--- config.mk ---
export PLATFORM = sky130hd
export DESIGN_NAME = ams_slot_sequencer
export DESIGN_NICKNAME = d
export VERILOG_FILES = /design/src/hdl/ams_pkg.sv /design/src/hdl/ams_slot_sequencer.sv
export SDC_FILE = /design/constraint.sdc
export NUM_CORES = 1
export LEC_CHECK = 0
export ABC_AREA = 1
export BUFFER_PORTS_ARGS = -buffer_cell sky130_fd_sc_hd__buf_2
export CORE_ASPECT_RATIO = 0.9
export CORE_MARGIN = 2
export CORE_UTILIZATION = 55
export CTS_CLUSTER_DIAMETER = 100
export DETAILED_ROUTE_END_ITERATION = 6
export GPL_TIMING_DRIVEN = 0
export HOLD_SLACK_MARGIN = 0.05
export PLACE_DENSITY = 0.77
export SYNTH_ARGS = -nofsm -noshare
export SYNTH_HDL_FRONTEND = slang
export SYNTH_SLANG_ARGS = --single-unit
--- constraint.sdc ---
create_clock -name mclk -period 3.4 [get_ports mclk]
set_input_delay 0.68 -clock mclk [delete_from_list [all_inputs] [get_ports mclk]]
set_output_delay 0.68 -clock mclk [all_outputs]
set_load 0.05 [all_outputs]
--- src/hdl/ams_pkg.sv ---
/*
  Shared definitions for the converter slot sequencer: register addresses,
  field positions, reset values, timing figures, state and carrier types.
  Assumes byte-wide configuration registers on a 16-bit address space.
*/
package ams_pkg;

  // ----------------------------------------------------------------------
  // Register addresses and their storage indexes
  // ----------------------------------------------------------------------
  localparam logic [15:0] AMS_ADDR_FRAME_S10 = 16'h2100; // Count, slot 10
  localparam logic [15:0] AMS_ADDR_S8_S9     = 16'h2101; // Slots 8 and 9
  localparam logic [15:0] AMS_ADDR_S6_S7     = 16'h2102; // Slots 6 and 7
  localparam logic [15:0] AMS_ADDR_S4_S5     = 16'h2103; // Slots 4 and 5
  localparam logic [15:0] AMS_ADDR_S2_S3     = 16'h2104; // Slots 2 and 3
  localparam logic [15:0] AMS_ADDR_S0_S1     = 16'h2105; // Slots 0 and 1
  localparam logic [15:0] AMS_ADDR_EQU_CHOP  = 16'h2106; // Equation, chop
  localparam logic [15:0] AMS_ADDR_FILT_DIFF = 16'h210c; // Filter, diff
  localparam logic [15:0] AMS_ADDR_CONV_CLK  = 16'h2200; // Converter clock
  localparam logic [15:0] AMS_ADDR_PREAMP    = 16'h2704; // Preamp gain
  localparam logic [15:0] AMS_ADDR_REMOTE    = 16'h2709; // Remote sensors
  localparam int          AMS_NUM_REGS       = 11;       // Stored bytes
  localparam logic [3:0]  AMS_IDX_NONE       = 4'hf;     // Unmapped
  localparam logic [3:0]  AMS_IDX_EQU_CHOP   = 4'h6;
  localparam logic [3:0]  AMS_IDX_FILT_DIFF  = 4'h7;
  localparam logic [3:0]  AMS_IDX_CONV_CLK   = 4'h8;
  localparam logic [3:0]  AMS_IDX_PREAMP     = 4'h9;
  localparam logic [3:0]  AMS_IDX_REMOTE     = 4'ha;
  localparam logic [7:0]  AMS_REG_RESET      = 8'h00;    // Every register

  // ----------------------------------------------------------------------
  // Field positions
  // ----------------------------------------------------------------------
  localparam int AMS_FRAME_CNT_LSB = 4; // Frame slot count [7:4]
  localparam int AMS_EQU_LSB       = 5; // Metering equation [7:5]
  localparam int AMS_CHOP_LSB      = 2; // Reference chop control [3:2]
  localparam int AMS_FILT_LSB      = 1; // Filter length [2:1]
  localparam int AMS_DIFF_LSB      = 4; // Differential enables [7:4]
  localparam int AMS_ADC_DIV_BIT   = 5; // Converter rate divide
  localparam int AMS_PLL_FAST_BIT  = 4; // Fast PLL
  localparam int AMS_PREAMP_BIT    = 5; // Preamp gain enable
  localparam int AMS_REMOTE_LSB    = 3; // Remote enables [5:3]

  // ----------------------------------------------------------------------
  // Slot limit, frame overheads in timebase cycles, and chop codes
  // ----------------------------------------------------------------------
  localparam logic [3:0] AMS_MAX_SLOTS   = 4'd11; // Slots in a frame
  localparam logic [4:0] AMS_PRE_FAST    = 5'd1;  // Frame overhead, fast
  localparam logic [4:0] AMS_PRE_SLOW    = 5'd3;  // Frame overhead, slow
  localparam logic [1:0] AMS_CHOP_HIGH   = 2'b01; // Swap held high
  localparam logic [1:0] AMS_CHOP_LOW    = 2'b10; // Swap held low

  // ----------------------------------------------------------------------
  // Types
  // ----------------------------------------------------------------------
  typedef enum logic [1:0] {
    AMS_IDLE = 2'b00, // Frame slot count is zero
    AMS_PRE  = 2'b01, // Frame overhead before slot 0
    AMS_SLOT = 2'b10  // Converting a slot
  } ams_state_e;

  typedef struct packed {
    logic [3:0] slot;         // Current slot number
    logic [3:0] handle;       // Input handle steering the multiplexer
    logic       filterStart;  // Pulse: filter pass begins
    logic       refSwap;      // Reference swap signal level
    logic       ceStart;      // Pulse: compute-engine pass begins
    logic       remoteStrobe; // Pulse: remote sensors sampled
    logic       active;       // Frames are running
  } ams_seq_s;

  typedef struct packed {
    logic [3:0] diffEn;      // Effective differential enables
    logic [2:0] remoteEn;    // Remote sensor enables, phases A to C
    logic       preampGain8; // Neutral pair gain of eight
    logic [2:0] equation;    // Metering equation select
  } ams_cfg_s;

endpackage

--- src/hdl/ams_slot_sequencer.sv ---
/*
  Slot sequencer of the metering front end: configuration registers on
  the byte-wide configuration port, timebase edge detection and the frame
  state machine that steps the input multiplexer.
  Assumes the timebase arrives asynchronous to mclk and is far slower.
*/
// Notes on behaviour
// - Differential enable ignored on remote current channels.
// - Preamp enable clear gives neutral unity gain.
// - Remote samples taken in frame's second half.
// - Shunt setup frame lasts 13 timebase cycles.
// - Transformer setup frame lasts 15 timebase cycles.
// - Sequencer steps mux, starts filter, swaps reference.
// - Sequencer launches each compute-engine pass.
// - Each frame and slot starts on a timebase rising edge.
// - Chop, count, filter and divide fields govern.
// - Slot lasts as long as filter length needs.
// - Frame starts at slot 0, runs count slots.
// - Slot select chooses input handle per slot.
// - Slot duration product, tripled without fast PLL.
// - All configuration registers reset to zero.
`timescale 1ns/1ns

module ams_slot_sequencer (
  // Clock and reset
  input  wire  logic              mclk,
  input  wire  logic              sys_rst,
  // Timebase pin, 32768 Hz
  input  wire  logic              timebaseClk,
  // Configuration register port
  input  wire  logic [15:0]       ioAddr,
  input  wire  logic              ioWrEn,
  input  wire  logic [7:0]        ioWrData,
  input  wire  logic              ioRdEn,
  output logic [7:0]              ioRdData,
  // Sequencer and front-end controls
  output ams_pkg::ams_seq_s       seqOut,
  output ams_pkg::ams_cfg_s       cfgOut
);

  // ----------------------------------------------------------------------
  // Decoding helpers
  // ----------------------------------------------------------------------

  // Maps an address to its storage index
  function automatic logic [3:0] regIndex(input logic [15:0] a);
    case (a)
      ams_pkg::AMS_ADDR_FRAME_S10: regIndex = 4'h0;
      ams_pkg::AMS_ADDR_S8_S9:     regIndex = 4'h1;
      ams_pkg::AMS_ADDR_S6_S7:     regIndex = 4'h2;
      ams_pkg::AMS_ADDR_S4_S5:     regIndex = 4'h3;
      ams_pkg::AMS_ADDR_S2_S3:     regIndex = 4'h4;
      ams_pkg::AMS_ADDR_S0_S1:     regIndex = 4'h5;
      ams_pkg::AMS_ADDR_EQU_CHOP:  regIndex = ams_pkg::AMS_IDX_EQU_CHOP;
      ams_pkg::AMS_ADDR_FILT_DIFF: regIndex = ams_pkg::AMS_IDX_FILT_DIFF;
      ams_pkg::AMS_ADDR_CONV_CLK:  regIndex = ams_pkg::AMS_IDX_CONV_CLK;
      ams_pkg::AMS_ADDR_PREAMP:    regIndex = ams_pkg::AMS_IDX_PREAMP;
      ams_pkg::AMS_ADDR_REMOTE:    regIndex = ams_pkg::AMS_IDX_REMOTE;
      default:                     regIndex = ams_pkg::AMS_IDX_NONE;
    endcase
  endfunction

  // Slot n lives in byte 5 - n/2, low nibble for even n
  function automatic logic [3:0] slotHandle(input logic [7:0] b0,
      input logic [7:0] b1, input logic [3:0] n);
    slotHandle = n[0] ? b1[7:4] : b0[3:0];
  endfunction

  // ----------------------------------------------------------------------
  // Configuration registers
  // ----------------------------------------------------------------------
  logic [7:0] regQ [ams_pkg::AMS_NUM_REGS]; // Stored register bytes
  logic [7:0] regD [ams_pkg::AMS_NUM_REGS];
  logic [7:0] rdQ;                          // Read answer
  logic [7:0] rdD;
  logic [3:0] accIdx;                       // Index of current access

  // Next register contents and read answer
  always_comb begin
    accIdx = regIndex(ioAddr);
    regD   = regQ;
    rdD    = rdQ;
    if (ioWrEn && accIdx != ams_pkg::AMS_IDX_NONE) begin
      regD[accIdx] = ioWrData;
    end
    if (ioRdEn) begin
      // Unmapped addresses read as zero
      rdD = (accIdx == ams_pkg::AMS_IDX_NONE) ? 8'h00 : regQ[accIdx];
    end
  end

  // Register storage, cleared by reset
  always_ff @(posedge mclk) begin
    if (sys_rst) begin
      for (int i = 0; i < ams_pkg::AMS_NUM_REGS; i++) begin
        regQ[i] <= ams_pkg::AMS_REG_RESET;
      end
      rdQ <= 8'h00;
    end else begin
      regQ <= regD;
      rdQ  <= rdD;
    end
  end

  assign ioRdData = rdQ;

  // ----------------------------------------------------------------------
  // Field decode
  // ----------------------------------------------------------------------
  logic [3:0] frameCnt; // Frame slot count, clamped to the maximum
  logic [1:0] filtLen;  // Filter length
  logic       adcDiv;   // Converter rate divide
  logic       pllFast;  // Fast PLL
  logic [1:0] chopCtl;  // Reference chop control
  logic [4:0] baseDur;  // Product without the slow factor
  logic [4:0] slotDur;  // Slot duration in timebase cycles
  logic [4:0] preDur;   // Frame overhead in timebase cycles

  // Duration arithmetic from the governing fields
  always_comb begin
    frameCnt = regQ[0][ams_pkg::AMS_FRAME_CNT_LSB +: 4];
    if (frameCnt > ams_pkg::AMS_MAX_SLOTS) begin
      frameCnt = ams_pkg::AMS_MAX_SLOTS;
    end
    filtLen = regQ[ams_pkg::AMS_IDX_FILT_DIFF][ams_pkg::AMS_FILT_LSB +: 2];
    adcDiv  = regQ[ams_pkg::AMS_IDX_CONV_CLK][ams_pkg::AMS_ADC_DIV_BIT];
    pllFast = regQ[ams_pkg::AMS_IDX_CONV_CLK][ams_pkg::AMS_PLL_FAST_BIT];
    chopCtl = regQ[ams_pkg::AMS_IDX_EQU_CHOP][ams_pkg::AMS_CHOP_LSB +: 2];
    baseDur = {3'b000, filtLen} + 5'd1;
    if (adcDiv) begin
      baseDur = {baseDur[3:0], 1'b0};
    end
    slotDur = pllFast ? baseDur
                      : 5'(baseDur + {baseDur[3:0], 1'b0});
    preDur  = pllFast ? ams_pkg::AMS_PRE_FAST : ams_pkg::AMS_PRE_SLOW;
  end

  // ----------------------------------------------------------------------
  // Timebase edge detection
  // ----------------------------------------------------------------------
  logic [2:0] tbSyncQ;  // Three-stage synchroniser, bit 0 first
  logic [2:0] tbSyncD;
  logic       tbLevelQ; // Accepted timebase level
  logic       tbLevelD;
  logic       tick;     // One cycle per accepted rising edge

  // Level is accepted once the second and third stages agree
  always_comb begin
    tbSyncD  = {tbSyncQ[1:0], timebaseClk};
    tbLevelD = tbLevelQ;
    tick     = 1'b0;
    if (tbSyncQ[1] == tbSyncQ[2]) begin
      tbLevelD = tbSyncQ[2];
      tick     = tbSyncQ[2] && !tbLevelQ;
    end
  end

  // Synchroniser and accepted level
  always_ff @(posedge mclk) begin
    if (sys_rst) begin
      tbSyncQ  <= 3'b000;
      tbLevelQ <= 1'b0;
    end else begin
      tbSyncQ  <= tbSyncD;
      tbLevelQ <= tbLevelD;
    end
  end

  // ----------------------------------------------------------------------
  // Frame state machine
  // ----------------------------------------------------------------------
  ams_pkg::ams_state_e stateQ; // Frame phase
  ams_pkg::ams_state_e stateD;
  logic [3:0]          slotQ;  // Slot being converted
  logic [3:0]          slotD;
  logic [4:0]          cntQ;   // Timebase cycles spent in the phase
  logic [4:0]          cntD;
  ams_pkg::ams_seq_s   seqQ;   // Registered sequencer outputs
  ams_pkg::ams_seq_s   seqD;
  ams_pkg::ams_cfg_s   cfgQ;   // Registered front-end controls
  ams_pkg::ams_cfg_s   cfgD;
  logic                frameStart; // Entering the frame overhead
  logic                slotStart;  // Entering a slot
  logic [2:0]          remoteEn;   // Remote sensor enables

  // Phase, slot and output computation
  always_comb begin
    stateD     = stateQ;
    slotD      = slotQ;
    cntD       = cntQ;
    frameStart = 1'b0;
    slotStart  = 1'b0;
    case (stateQ)
      ams_pkg::AMS_IDLE: begin
        if (tick && frameCnt != 4'd0) begin
          stateD     = ams_pkg::AMS_PRE;
          cntD       = 5'd0;
          frameStart = 1'b1;
        end
      end
      ams_pkg::AMS_PRE: begin
        if (frameCnt == 4'd0) begin
          stateD = ams_pkg::AMS_IDLE;
        end else if (tick && cntQ >= 5'(preDur - 5'd1)) begin
          stateD    = ams_pkg::AMS_SLOT;
          slotD     = 4'd0;
          cntD      = 5'd0;
          slotStart = 1'b1;
        end else if (tick) begin
          cntD = 5'(cntQ + 5'd1);
        end
      end
      ams_pkg::AMS_SLOT: begin
        if (frameCnt == 4'd0) begin
          stateD = ams_pkg::AMS_IDLE;
        end else if (tick && cntQ >= 5'(slotDur - 5'd1)) begin
          cntD = 5'd0;
          if (slotQ >= 4'(frameCnt - 4'd1)) begin
            stateD     = ams_pkg::AMS_PRE;
            frameStart = 1'b1;
          end else begin
            slotD     = 4'(slotQ + 4'd1);
            slotStart = 1'b1;
          end
        end else if (tick) begin
          cntD = 5'(cntQ + 5'd1);
        end
      end
      default: begin
        stateD = ams_pkg::AMS_IDLE;
      end
    endcase

    // Sequencer outputs
    seqD              = seqQ;
    seqD.filterStart  = slotStart;
    seqD.ceStart      = frameStart;
    // Strobe slot rounds up so it never lands in the first half
    seqD.remoteStrobe = slotStart
                        && slotD == 4'((frameCnt + 4'd1) >> 1);
    seqD.active       = stateD != ams_pkg::AMS_IDLE;
    if (slotStart) begin
      seqD.slot   = slotD;
      seqD.handle = slotHandle(regQ[5 - (slotD >> 1)],
                               regQ[5 - (slotD >> 1)], slotD);
    end
    case (chopCtl)
      ams_pkg::AMS_CHOP_HIGH: seqD.refSwap = 1'b1;
      ams_pkg::AMS_CHOP_LOW:  seqD.refSwap = 1'b0;
      default:                seqD.refSwap = seqQ.refSwap ^ frameStart;
    endcase

    // Front-end controls
    remoteEn = regQ[ams_pkg::AMS_IDX_REMOTE][ams_pkg::AMS_REMOTE_LSB +: 3];
    cfgD.remoteEn    = remoteEn;
    cfgD.diffEn      = regQ[ams_pkg::AMS_IDX_FILT_DIFF]
                           [ams_pkg::AMS_DIFF_LSB +: 4]
                       & ~{remoteEn, 1'b0};
    cfgD.preampGain8 = regQ[ams_pkg::AMS_IDX_PREAMP]
                           [ams_pkg::AMS_PREAMP_BIT];
    cfgD.equation    = regQ[ams_pkg::AMS_IDX_EQU_CHOP]
                           [ams_pkg::AMS_EQU_LSB +: 3];
  end

  // Phase registers and outputs
  always_ff @(posedge mclk) begin
    if (sys_rst) begin
      stateQ <= ams_pkg::AMS_IDLE;
      slotQ  <= 4'd0;
      cntQ   <= 5'd0;
      seqQ   <= '0;
      cfgQ   <= '0;
    end else begin
      stateQ <= stateD;
      slotQ  <= slotD;
      cntQ   <= cntD;
      seqQ   <= seqD;
      cfgQ   <= cfgD;
    end
  end

  assign seqOut = seqQ;
  assign cfgOut = cfgQ;

  // ----------------------------------------------------------------------
  // Frame length monitor for checks
  // ----------------------------------------------------------------------
  logic [8:0] frameTicksQ; // Timebase cycles since the frame began
  logic [8:0] frameTicksD;
  logic       cfgDirtyQ;   // A write happened during this frame
  logic       cfgDirtyD;
  logic [8:0] frameExp;    // Expected frame length

  // Counts ticks per frame, flags frames disturbed by writes
  always_comb begin
    frameTicksD = frameStart ? 9'd0 : 9'(frameTicksQ + {8'd0, tick});
    cfgDirtyD   = frameStart ? ioWrEn : (cfgDirtyQ || ioWrEn);
    frameExp    = 9'(9'(preDur) + 9'(slotDur) * 9'(frameCnt));
  end

  // Monitor registers
  always_ff @(posedge mclk) begin
    if (sys_rst) begin
      frameTicksQ <= 9'd0;
      cfgDirtyQ   <= 1'b1;
    end else begin
      frameTicksQ <= frameTicksD;
      cfgDirtyQ   <= cfgDirtyD;
    end
  end
endmodule

==> run metrics <==
peak supply drop=0.387 mV; Final setup viols=4; Total Power=0.00365 W; crit-path max cell delay=370 ps; Final Hold Vio Count=0; Tcrit/Tclk final=107%; Synth async-reset ratio=0%; post-synth net total=1226; All-Layer GR Usage=37.6%; Top FF cell, synth=dfxtp_1; Ys Warns=0; max_cap viols=0; DR WL/cell=20.1 µm; initial antenna violation count=1; synthesized flop and latch total=135; via count=8989; Seq/Total Area, Yosys=33.6%; CP Class=reg2reg; actual slew at the worst max-slew pin=877 ps; Setup WS post-layout=-226 ps; Area contributors post-synth=dfxtp_1 (34%), nand2_1 (11%), a21oi_1 (7.2%); total wire length after detailed routing=29700 µm; largest area contributor in the netlist=dfxtp_1; ANT nets after route=0; post-synth top area share=33.6%; # clock sinks=135; Port Buf Inserts=59; diode count=0; Mean Syn Cell Area=6.85 µm²; Root Driver=clkbuf_16; Period minus WS final=3630 ps; outcome=finished with violations; failing checks=setup timing; largest net degree at the start of global routing=17; Clk Latency, worst-skew pair=430 ps; Final nets=1327; die width=131 µm; Overflow after GRT=0; EDFF count, synth=0; Crit path arrival time=3920 ps; CP startpoint kind=register; TritonCTS Buffers=17; DRT Pass-1 Iters=6; Worst Setup End Kind=register; core area=0.0142 mm²; Site Rows=41; critical path peak fanout=5; most frequent cells in the layout=nand2_1 (219), dfxtp_1 (130), inv_1 (110), nand3_1 (110), a21oi_1 (109); Unique masters post-synth=49; Crit path required time=3690 ps; Worst-path clk slew=60 ps; Worst path slowest cell=dfxtp_4; Placed Area=0.00860 mm²; layout cells sized above 1=21.1%; CTS Hold Bufs=0; area delta synth->final=20.4%; Die Y=119 µm; Worst path most repeated cell=nand2_1; Final Wtd Congestion=1.02; Iteration-0 DRC Markers=1255; Hold Path Class=reg2reg; Lkg Pwr=4.08 nW; Rel. slew slack=41.5%; unrepaired setup endpoints after global routing=true; DPL Wire Length=20800 µm; fmax=276 MHz; commonest non-fill, non-tap cell in the layout=nand2_1; first-pass GRT wire length=45400 µm; DRC errors left=0; clock buffer depth=2; CTS tree=yes; H-tree depth=4; Max Clock Skew=7.86 ps; mapped cell area=0.00805 mm²; vias per cell=6.08; setup TNS=-835 ps; pwr dens=376 mW/mm²; Initial Utilization=56.8%; IO Pins=61; Final Slew Violations=0; Layout Cells excl Fill=1479; Post-Synthesis Cells=1174; Placed Cells=1426; die area=0.0156 mm²; Finished Cell Area=0.00969 mm²; number of global-route vias before repair=8073
==> worst paths after layout <==
| kind | cells past startpoint | to | slack, ps | startpoint |
|---|---|---|---|---|
| worst max-delay path | 27 | seqOut[8] | -230 | filtLen[0] |
| worst min-delay path | 2 | tbSyncQ[1] | 400 | tbSyncQ[0] |
| worst max register to register | 27 | seqOut[8] | -230 | filtLen[0] |
| worst min register to register | 2 | tbSyncQ[1] | 400 | tbSyncQ[0] |
==> per-layer routing <==
metal | up-vias | GRT usage, % | wire [µm]
met5 | - | 0 | 19
met4 | 2 | 13.5 | 1130
met3 | 101 | 7.76 | 3510
met2 | 603 | 56.2 | 12500
met1 | 4161 | 53.6 | 12500
li1 | 4122 | - | -
==> critical path: cells and delay by family, from the launching register on <==
kind,cells,cell delay (ps)
AND/OR/NAND/NOR,16,1570
adder cells (fa/ha/maj),2,610
flip-flops,1,370
buffers and inverters,4,360
XOR/XNOR,2,320
AO/OA/AOI/OAI,3,250
==> flip-flops by register name, summed over array words and instances, names as in the netlist <==
signal    cells
seqOut       13
cfgOut       11
adcDiv        1
chopCtl       2
pllFast       1
ioRdData      8
cfgD          7
regQ         75
filtLen       2
tbLevelQ      1
slotQ         4
tbSyncQ       3
stateQ        2
cntQ          5
==> per-stage QoR <==
step	hold WS [ps]	utilization [%]	setup WS, ps
final	402	68.5	-226
after floorplan	388	-	10.4
after CTS	405	67.4	-128
after global placement	391	60.7	-877
after global routing	412	68.5	-442
after detailed placement	396	60.7	-913
==> synthesized netlist by cell type, types with 5 or more instances <==
cell,instances
dfxtp_1,135
buf_6,10
inv_2,13
o21ai_1,21
nor3_1,18
nand4_1,33
nor2_4,11
nand3_1,114
nand2_2,8
buf_2,22
ha_1,23
nand3_2,5
a211oi_1,9
inv_1,115
a21oi_1,116
clkinv_1,8
nor2_1,95
o211ai_1,8
xor2_1,8
nand2_1,230
clkbuf_1,16
o21ai_0,99
nor2_2,6
==> where the power goes <==
part / leakage [nW] / total (W) / internal (W) / switching [W]
Clock: 0.295 / 0.00195 / 0.00121 / 0.000739
Sequential: 1.09 / 0.00158 / 0.00158 / 0.000000762
Combinational: 2.70 / 0.000121 / 0.0000252 / 0.0000960
==> cell type report <==
cell class | count | area (µm²)
Buffer | 53 | 365
Clock buffer | 20 | 467
Clock inverter | 10 | 145
Fill cell | 1233 | 4470
Inverter | 140 | 548
Multi-Input combinational cell | 845 | 4710
Sequential cell | 135 | 2720
Tap cell | 193 | 241
Timing Repair Buffer | 83 | 494
==> timing repair <==
action / 4_1_cts / 5_1_grt
pin swaps: 27 / 25
setup endpoints to repair: 11 / 10
cloned: 1 / 0
gates resized for setup: 56 / 37
setup buffers: 18 / 6
==> cells by family after synthesis <==
family          count (synthesis)  synth area share [%]
simple gates                  548                  33.7
fa+ha+maj                      23                  3.58
buf+inv                       194                  10.7
compound gates                265                  17.5
xor+xnor                        9                 0.980
flops                         135                  33.6
Power figures use the tool's default switching activity.
